--- src/usb_line_ctrl_pkg.sv ---
package usb_line_ctrl_pkg;

    // ------------------------------------------------------------
    // Register map
    // ------------------------------------------------------------
    localparam int          ADDR_W          = 16;
    localparam int          DATA_W          = 16;
    localparam int          NUM_ENGINES     = 2;
    localparam logic [15:0] PORT1_CTRL_ADDR = 16'hc08a;
    localparam logic [15:0] PORT2_CTRL_ADDR = 16'hc0aa;
    localparam logic [15:0] CTRL_RESET      = 16'h0000;
    // Only the writable control bits are stored
    localparam logic [15:0] CTRL_WRITE_MASK = 16'h069d;

    // ------------------------------------------------------------
    // Field positions
    // ------------------------------------------------------------
    localparam int DP_STATUS_BIT    = 13;
    localparam int DM_STATUS_BIT    = 12;
    localparam int LOW_SPEED_BIT    = 10;
    localparam int HOST_MODE_BIT    = 9;
    localparam int RES_ENABLE_BIT   = 7;
    localparam int FORCE_HI_BIT     = 4;
    localparam int FORCE_LO_BIT     = 3;
    localparam int SUSPEND_BIT      = 2;
    localparam int FRAME_MARKER_BIT = 0;

    // ------------------------------------------------------------
    // Force field codes
    // ------------------------------------------------------------
    localparam logic [1:0] FORCE_NONE = 2'h0;
    localparam logic [1:0] FORCE_SE0  = 2'h1;
    localparam logic [1:0] FORCE_J    = 2'h2;
    localparam logic [1:0] FORCE_K    = 2'h3;

    // ------------------------------------------------------------
    // Line control carried to the transceiver of one engine
    // ------------------------------------------------------------
    typedef struct packed {
        logic pull_up_dp;
        logic pull_up_dm;
        logic pull_down;
        logic force_en;
        logic force_dp;
        logic force_dm;
        logic xcvr_off;
        logic frame_marker;
        logic host_mode;
        logic low_speed;
        logic port_active;
    } line_ctrl_t;

    localparam line_ctrl_t LINE_RESET = '0;

endpackage

--- src/line_level_sync.sv ---
`timescale 1ns/1ps

module line_level_sync #(
    parameter int W = 1
) (
    // Clock and reset
    input  wire logic         clk_i,
    input  wire logic         rst_n_i,
    // Levels
    input  wire logic [W-1:0] d_i,
    output logic      [W-1:0] q_o
);

    logic [W-1:0] meta;
    logic [W-1:0] next_meta;
    logic [W-1:0] next_q;

    if (W < 1)
    begin : g_check
        $error("line_level_sync needs W of at least one");
    end

    always_comb
    begin
        next_meta = d_i;
        next_q    = meta;
    end

    always_ff @(posedge clk_i or negedge rst_n_i)
    begin
        if (!rst_n_i)
        begin
            meta <= '0;
            q_o  <= '0;
        end
        else
        begin
            meta <= next_meta;
            q_o  <= next_q;
        end
    end

endmodule

--- src/usb_port_line_control.sv ---
`timescale 1ns/1ps

// What this block does
// - Status bit 13 reads the live D+ level of the port.
// - Status bit 12 reads the live D- level of the port.
// - Bit 10 selects low speed when one, full speed when zero.
// - Bit 9 selects host operation when one, device operation when zero.
// - Device operation serves only the port chosen by the port-choice input.
// - Bit 7 gates resistors: host pulls both down, device one pull-up by speed.
// - Bits 4:3 force normal, SE0, J or K regardless of port choice.
// - Bit 2 powers down the transceiver of its own engine only; wakeup monitoring of lines continues.
// - Bit 0 enables frame markers on the active port in host operation only.
// - Register is read and written by both processor and external host port.
// - Two identical registers, one per engine, at c08a and c0aa.
module usb_port_line_control
    import usb_line_ctrl_pkg::*;
#(
    parameter int AW = ADDR_W
) (
    // Clock and reset
    input  wire logic                   CLOCK_I,
    input  wire logic                   RESET_N_I,
    // On-chip processor register port
    input  wire logic [AW-1:0]          CPU_ADDR_I,
    input  wire logic                   CPU_WR_I,
    input  wire logic                   CPU_RD_I,
    input  wire logic [DATA_W-1:0]      CPU_WDATA_I,
    output logic      [DATA_W-1:0]      CPU_RDATA_O,
    output logic                        CPU_RVALID_O,
    // External host interface register port
    input  wire logic [AW-1:0]          EXT_ADDR_I,
    input  wire logic                   EXT_WR_I,
    input  wire logic                   EXT_RD_I,
    input  wire logic [DATA_W-1:0]      EXT_WDATA_I,
    output logic      [DATA_W-1:0]      EXT_RDATA_O,
    output logic                        EXT_RVALID_O,
    // Port choice from each engine's byte-count register
    input  wire logic [NUM_ENGINES-1:0] PORT_SELECT_I,
    // Raw data line levels, one per engine
    input  wire logic [NUM_ENGINES-1:0] DP_I,
    input  wire logic [NUM_ENGINES-1:0] DM_I,
    // Transceiver controls, one per engine
    output logic      [NUM_ENGINES-1:0] PULL_UP_DP_O,
    output logic      [NUM_ENGINES-1:0] PULL_UP_DM_O,
    output logic      [NUM_ENGINES-1:0] PULL_DOWN_O,
    output logic      [NUM_ENGINES-1:0] FORCE_EN_O,
    output logic      [NUM_ENGINES-1:0] FORCE_DP_O,
    output logic      [NUM_ENGINES-1:0] FORCE_DM_O,
    output logic      [NUM_ENGINES-1:0] XCVR_OFF_O,
    output logic      [NUM_ENGINES-1:0] FRAME_MARKER_O,
    output logic      [NUM_ENGINES-1:0] HOST_MODE_O,
    output logic      [NUM_ENGINES-1:0] LOW_SPEED_O,
    output logic      [NUM_ENGINES-1:0] PORT_ACTIVE_O
);

    // ------------------------------------------------------------
    // Reset release
    // ------------------------------------------------------------
    logic rst_meta;
    logic rst_n;

    always_ff @(posedge CLOCK_I or negedge RESET_N_I)
    begin
        if (!RESET_N_I)
        begin
            rst_meta <= 1'b0;
            rst_n    <= 1'b0;
        end
        else
        begin
            rst_meta <= 1'b1;
            rst_n    <= rst_meta;
        end
    end

    if (AW != ADDR_W)
    begin : g_check
        $error("usb_port_line_control needs a 16-bit address");
    end

    // ------------------------------------------------------------
    // Line level synchronisers
    // ------------------------------------------------------------
    logic [2*NUM_ENGINES-1:0] line_sync;
    logic [NUM_ENGINES-1:0]   dp_s;
    logic [NUM_ENGINES-1:0]   dm_s;

    line_level_sync #(
        .W (2*NUM_ENGINES)
    ) u_line_sync (
        .clk_i   (CLOCK_I),
        .rst_n_i (rst_n),
        .d_i     ({DM_I, DP_I}),
        .q_o     (line_sync)
    );

    assign dp_s = line_sync[NUM_ENGINES-1:0];
    assign dm_s = line_sync[2*NUM_ENGINES-1:NUM_ENGINES];

    // ------------------------------------------------------------
    // Control registers and line drive
    // ------------------------------------------------------------
    logic [DATA_W-1:0] ctl        [NUM_ENGINES];
    logic [DATA_W-1:0] next_ctl   [NUM_ENGINES];
    logic [DATA_W-1:0] reg_value  [NUM_ENGINES];
    line_ctrl_t        line       [NUM_ENGINES];
    line_ctrl_t        next_line  [NUM_ENGINES];
    logic              cpu_hit    [NUM_ENGINES];
    logic              ext_hit    [NUM_ENGINES];

    for (genvar e = 0; e < NUM_ENGINES; e++)
    begin : g_engine
        localparam logic [15:0] MY_ADDR = (e == 0) ? PORT1_CTRL_ADDR : PORT2_CTRL_ADDR;

        assign cpu_hit[e] = (CPU_ADDR_I == MY_ADDR);
        assign ext_hit[e] = (EXT_ADDR_I == MY_ADDR);

        always_comb
        begin
            reg_value[e] = ctl[e];
            reg_value[e][DP_STATUS_BIT] = dp_s[e];
            reg_value[e][DM_STATUS_BIT] = dm_s[e];
        end

        // Processor wins a same-cycle write collision
        always_comb
        begin
            next_ctl[e] = ctl[e];
            if (CPU_WR_I && cpu_hit[e])
            begin
                next_ctl[e] = CPU_WDATA_I & CTRL_WRITE_MASK;
            end
            else if (EXT_WR_I && ext_hit[e])
            begin
                next_ctl[e] = EXT_WDATA_I & CTRL_WRITE_MASK;
            end
        end

        always_comb
        begin
            logic       host;
            logic       ls;
            logic       ren;
            logic [1:0] frc;
            host = ctl[e][HOST_MODE_BIT];
            ls   = ctl[e][LOW_SPEED_BIT];
            ren  = ctl[e][RES_ENABLE_BIT];
            frc  = ctl[e][FORCE_HI_BIT:FORCE_LO_BIT];
            next_line[e]              = LINE_RESET;
            next_line[e].host_mode    = host;
            next_line[e].low_speed    = ls;
            next_line[e].port_active  = host | ~PORT_SELECT_I[e];
            next_line[e].pull_down    = ren & host;
            next_line[e].pull_up_dp   = ren & ~host & ~ls;
            next_line[e].pull_up_dm   = ren & ~host & ls;
            next_line[e].xcvr_off     = ctl[e][SUSPEND_BIT];
            next_line[e].frame_marker = ctl[e][FRAME_MARKER_BIT] & host
                                        & (host | ~PORT_SELECT_I[e]);
            // J and K polarity follows the selected speed
            case (frc)
                FORCE_NONE:
                begin
                    next_line[e].force_en = 1'b0;
                end
                FORCE_SE0:
                begin
                    next_line[e].force_en = 1'b1;
                end
                FORCE_J:
                begin
                    next_line[e].force_en = 1'b1;
                    next_line[e].force_dp = ~ls;
                    next_line[e].force_dm = ls;
                end
                FORCE_K:
                begin
                    next_line[e].force_en = 1'b1;
                    next_line[e].force_dp = ls;
                    next_line[e].force_dm = ~ls;
                end
                default:
                begin
                    next_line[e].force_en = 1'b0;
                end
            endcase
        end

        always_ff @(posedge CLOCK_I or negedge rst_n)
        begin
            if (!rst_n)
            begin
                ctl[e]  <= CTRL_RESET;
                line[e] <= LINE_RESET;
            end
            else
            begin
                ctl[e]  <= next_ctl[e];
                line[e] <= next_line[e];
            end
        end

        assign {PULL_UP_DP_O[e], PULL_UP_DM_O[e], PULL_DOWN_O[e], FORCE_EN_O[e],
                FORCE_DP_O[e], FORCE_DM_O[e], XCVR_OFF_O[e], FRAME_MARKER_O[e],
                HOST_MODE_O[e], LOW_SPEED_O[e], PORT_ACTIVE_O[e]} = line[e];
    end

    // ------------------------------------------------------------
    // Read ports
    // ------------------------------------------------------------
    logic [DATA_W-1:0] next_cpu_rdata;
    logic [DATA_W-1:0] next_ext_rdata;

    // Unmapped addresses read as zero
    always_comb
    begin
        next_cpu_rdata = CPU_RDATA_O;
        next_ext_rdata = EXT_RDATA_O;
        if (CPU_RD_I)
        begin
            next_cpu_rdata = cpu_hit[0] ? reg_value[0] :
                             cpu_hit[1] ? reg_value[1] : '0;
        end
        if (EXT_RD_I)
        begin
            next_ext_rdata = ext_hit[0] ? reg_value[0] :
                             ext_hit[1] ? reg_value[1] : '0;
        end
    end

    always_ff @(posedge CLOCK_I or negedge rst_n)
    begin
        if (!rst_n)
        begin
            CPU_RDATA_O  <= '0;
            EXT_RDATA_O  <= '0;
            CPU_RVALID_O <= 1'b0;
            EXT_RVALID_O <= 1'b0;
        end
        else
        begin
            CPU_RDATA_O  <= next_cpu_rdata;
            EXT_RDATA_O  <= next_ext_rdata;
            CPU_RVALID_O <= CPU_RD_I;
            EXT_RVALID_O <= EXT_RD_I;
        end
    end
endmodule

--- config.mk ---
export PLATFORM = sky130hd
export DESIGN_NAME = usb_port_line_control
export DESIGN_NICKNAME = d
export VERILOG_FILES = /design/src/usb_line_ctrl_pkg.sv /design/src/line_level_sync.sv /design/src/usb_port_line_control.sv
export SDC_FILE = /design/constraint.sdc
export NUM_CORES = 1
export LEC_CHECK = 0
export BUFFER_PORTS_ARGS = -buffer_cell sky130_fd_sc_hd__buf_2
export CORE_MARGIN = 2
export CORE_UTILIZATION = 40
export DETAILED_ROUTE_END_ITERATION = 10
export PLACE_DENSITY = 0.76
export SLEW_MARGIN = 0
export SYNTH_ARGS = -nofsm -noshare
export SYNTH_HDL_FRONTEND = slang
export SYNTH_SLANG_ARGS = --single-unit
--- constraint.sdc ---
create_clock -name CLOCK_I -period 2.4 [get_ports CLOCK_I]
set_clock_uncertainty 0.2 [all_clocks]
set_input_delay 0 -clock CLOCK_I [delete_from_list [all_inputs] [get_ports CLOCK_I]]
set_output_delay 0 -clock CLOCK_I [all_outputs]
set_load 0.01 [all_outputs]
==> impl_metrics.py <==
metrics = {
    "worst_setup_path": {
        "cp-end-kind": "flip-flop",
        "crit_path_start_kind": "input pin",
        "crit_fanout": 7,
        "worst_r2r_path_depth": 3,
        "cp_slowest_cell": "or4b_1",
        "worstPathArrival_ns": 2.26,
        "cp.required_ns": 2.42,
        "crit_buf_inv": 2,
        "path_class": "input pin to flip-flop",
        "r2r_end": "ctl[10]",
        "slowest_delay_ns": 0.64,
        "crit_chain": "buf_2 -> or4b_1 -> or4_4 -> nor4b_2 -> dlygate4sd3_1 -> a21oi_1",
        "cp_top_family": "simple AND/OR/NAND/NOR gates",
        "r2r_start": "ctl[10]",
        "regToRegSetupSlack_ns": 0.65,
    },
    "cells_and_area": {
        "final_util_pct": 54.5,
        "fin_area_um2": 4150,
        "fillCellCount": 692,
        "area_growth_syn_to_layout_pct": 34.3,
        "fin_nets": 457,
        "final_common_cell": "buf_2",
        "drive_gt1_share_pct": 39.2,
        "mostFrequentLayoutCells": "buf_2 (99), dfrtp_1 (65), dlygate4sd3_1 (38), nand3_1 (27), conb_1 (15)",
        "diodes": 0,
    },
    "cts": {
        "numCtsBuffers": 9,
        "htree_num_levels": 3,
        "cts_tree": "built",
        "clk_latency_ns": 0.34,
        "clock_path_buffers": 2,
        "cts.reportedPaths.clkPinSlew_ns": 0.07,
        "clkSinkCount": 66,
        "cts-root-buf": "clkbuf_8",
    },
    "drt": {
        "ant_nets": 0,
        "routed_wl_um": 7000,
        "vias": 2448,
        "viasPerCell": 5.03,
        "post-route-drc-count": 0,
        "post_drt_wl_per_cell_um": 14.4,
        "dr.first_iter.drc_count": 111,
        "firstDrtPassIters": 4,
    },
    "timing": {
        "max_slew_margin_pct": 50.0,
        "fin_crit_ns": 2.23,
        "setup_viol": 0,
        "worst_pin_slew_ns": 0.750,
        "report.final.slew_viol_count": 0,
        "hold_violations": 0,
        "fin_hold_ws_ns": 0.0243,
        "rsz0062_at_grt": "no",
        "setup_tns_ns": 0,
        "finalCritPeriodShare_pct": 93.1,
        "fmax_mhz": 448,
    },
    "placed_design": {
        "portBuffers": 99,
        "place_hpwl_um": 4730,
        "place_area_um2": 3590,
        "gp_congestion": 0.748,
    },
    "power": {
        "finalPower_uw": 2110,
        "p_sw_uw": 483,
        "swShare_pct": 22.9,
        "p_leak_uw": 0.00209,
        "clkPwrFrac_pct": 38.6,
        "ir_worst_vdd_uv": 197,
        "power_frac_comb_pct": 7.5,
        "p_int_uw": 1630,
        "p_seq_share_pct": 54.0,
        "power.density_nw_per_um2": 510,
    },
    "floorplanning": {
        "pin_count": 132,
        "initial_core_util_pct": 40.6,
        "die_height_um": 91.8,
        "rows": 32,
        "dieArea_um2": 8440,
        "coreArea_um2": 7610,
        "die_w_um": 91.8,
    },
    "synth": {
        "synth_cells": 247,
        "ys_ff_latch": 66,
        "synth_area_um2": 3090,
        "yosys.area.top_type": "dfrtp_1",
        "synth.distinct_cells": 38,
        "yosys_warnings": 0,
        "ys_seq_area_share_pct": 53.5,
        "synth_area_leaders": "dfrtp_1 (54%), nand3_1 (4.4%), buf_4 (4.1%)",
        "syn_area_per_cell_um2": 12.5,
        "yosysTopAreaCellShare_pct": 53.5,
    },
    "grt": {
        "grt_pass1_vias": 2484,
        "overflow": 0,
        "grt_max_degree": 36,
        "grt_pass1_wl_um": 11600,
        "antenna_found_initial": 0,
        "track_usage_pct": 17.8,
    },
    "outcome": {
        "status": "finished clean",
    },
    "worst_hold_path": {
        "hold_class": "input pin to flip-flop",
        "whs_endpoint": "ctl[20]",
        "min_path_cells": 3,
        "worstHoldStart": "CPU_WR_I",
    },
    "job": {
        "cap_viol_max_count": 0,
    },
}
## worst max path at each step
stage          slack [ns]  depth (start not counted)          start             end
2_1_floorplan        0.23                          0          rst_n  CPU_RDATA_O[0]
3_3_place_gp         0.40                          5  CPU_ADDR_I[4]         ctl[20]
3_5_place_dp         0.36                          5  CPU_ADDR_I[4]         ctl[20]
4_1_cts              0.18                          7  EXT_ADDR_I[9]          ctl[0]
5_1_grt              0.06                          7  EXT_ADDR_I[9]          ctl[9]
6_report             0.17                          6  CPU_ADDR_I[4]         ctl[16]
## synth_stat cells
| library cell | count |
|---|---|
| a21bo_2 | 6 |
| a21boi_0 | 6 |
| a21o_1 | 1 |
| a21oi_1 | 8 |
| a22o_1 | 9 |
| a32o_1 | 7 |
| a32oi_1 | 7 |
| and2_1 | 6 |
| and3b_1 | 2 |
| buf_1 | 2 |
| buf_2 | 2 |
| buf_4 | 17 |
| buf_6 | 4 |
| clkbuf_1 | 8 |
| conb_1 | 2 |
| dfrtp_1 | 66 |
| inv_1 | 2 |
| mux2_2 | 9 |
| nand2b_1 | 11 |
| nand3_1 | 27 |
| nand3b_1 | 7 |
| nand4b_1 | 1 |
| nand4bb_1 | 3 |
| nor2_1 | 2 |
| nor3b_1 | 2 |
| nor4_2 | 1 |
| nor4_4 | 3 |
| nor4b_2 | 6 |
| nor4b_4 | 1 |
| o21a_1 | 7 |
| or2_2 | 2 |
| or3b_2 | 1 |
| or4_1 | 1 |
| or4_4 | 1 |
| or4b_1 | 2 |
| or4b_4 | 2 |
| or4bb_1 | 1 |
| xor2_1 | 2 |
## area by class of cell
type | instances | area [µm²] | share of cell area (%)
Inverter | 2 | 7.51 | 0.181
Multi-Input combinational cell | 159 | 1260 | 30.5
Clock buffer | 13 | 159 | 3.83
Tap cell | 102 | 128 | 3.08
Clock inverter | 2 | 12.5 | 0.302
Timing Repair Buffer | 143 | 921 | 22.2
Sequential cell | 66 | 1650 | 39.9
## worst min-delay path, stage by stage
cell	delay [ns]
buf_2	0.24
a32oi_1	0.21
a21oi_1	0.08
## kinds of logic after synthesis
group	share of synthesized area (%)
flip-flops	53.5
multiplexers	3.28
buffers and inverters	7.38
AND/OR/NAND/NOR	21.6
XOR/XNOR	0.568
AO/OA/AOI/OAI	13.5
other	0.243
## what timing repair did
action	in CTS	in global routing
hold endpoints to repair	42	0
hold buffers	38	0
setup buffers	0	0
resized for setup	0	0
## per-stage QoR
stage               instances  worst slack, ns
finish                    487            0.165
global route              487           0.0571
CTS                       487            0.178
detailed placement        434            0.361
global placement          434            0.398
floorplan                 260            0.226
## sequential cells by signal, indices dropped and copies added (netlist names), 2 cells and up
| register | cells |
|---|---|
| ctl | 14 |
| CPU_RDATA_O | 9 |
| EXT_RDATA_O | 9 |
| u_line_sync.meta | 4 |
| u_line_sync.q_o | 4 |
| FORCE_DM_O | 2 |
| FORCE_DP_O | 2 |
| FORCE_EN_O | 2 |
| FRAME_MARKER_O | 2 |
| HOST_MODE_O | 2 |
| LOW_SPEED_O | 2 |
| PORT_ACTIVE_O | 2 |
| PULL_DOWN_O | 2 |
| PULL_UP_DM_O | 2 |
| PULL_UP_DP_O | 2 |
| XCVR_OFF_O | 2 |
## power by group through the flow
stage / sequential [µW] / combinational [µW] / clock [µW]
after floorplan: 1170 / 71.8 / 0
after global placement: 1160 / 124 / 0
after detailed placement: 1160 / 128 / 0
after CTS: 1140 / 159 / 832
after global routing: 1140 / 173 / 886
final: 1140 / 158 / 814
## per-layer routing
layer	track usage, %	share of wire, %
met2	30.2	50
met1	21.2	41
met4	9.20	2.6
met5	0	0
met3	4.11	6.4
Note: power is estimated with default switching activity, not from simulation.
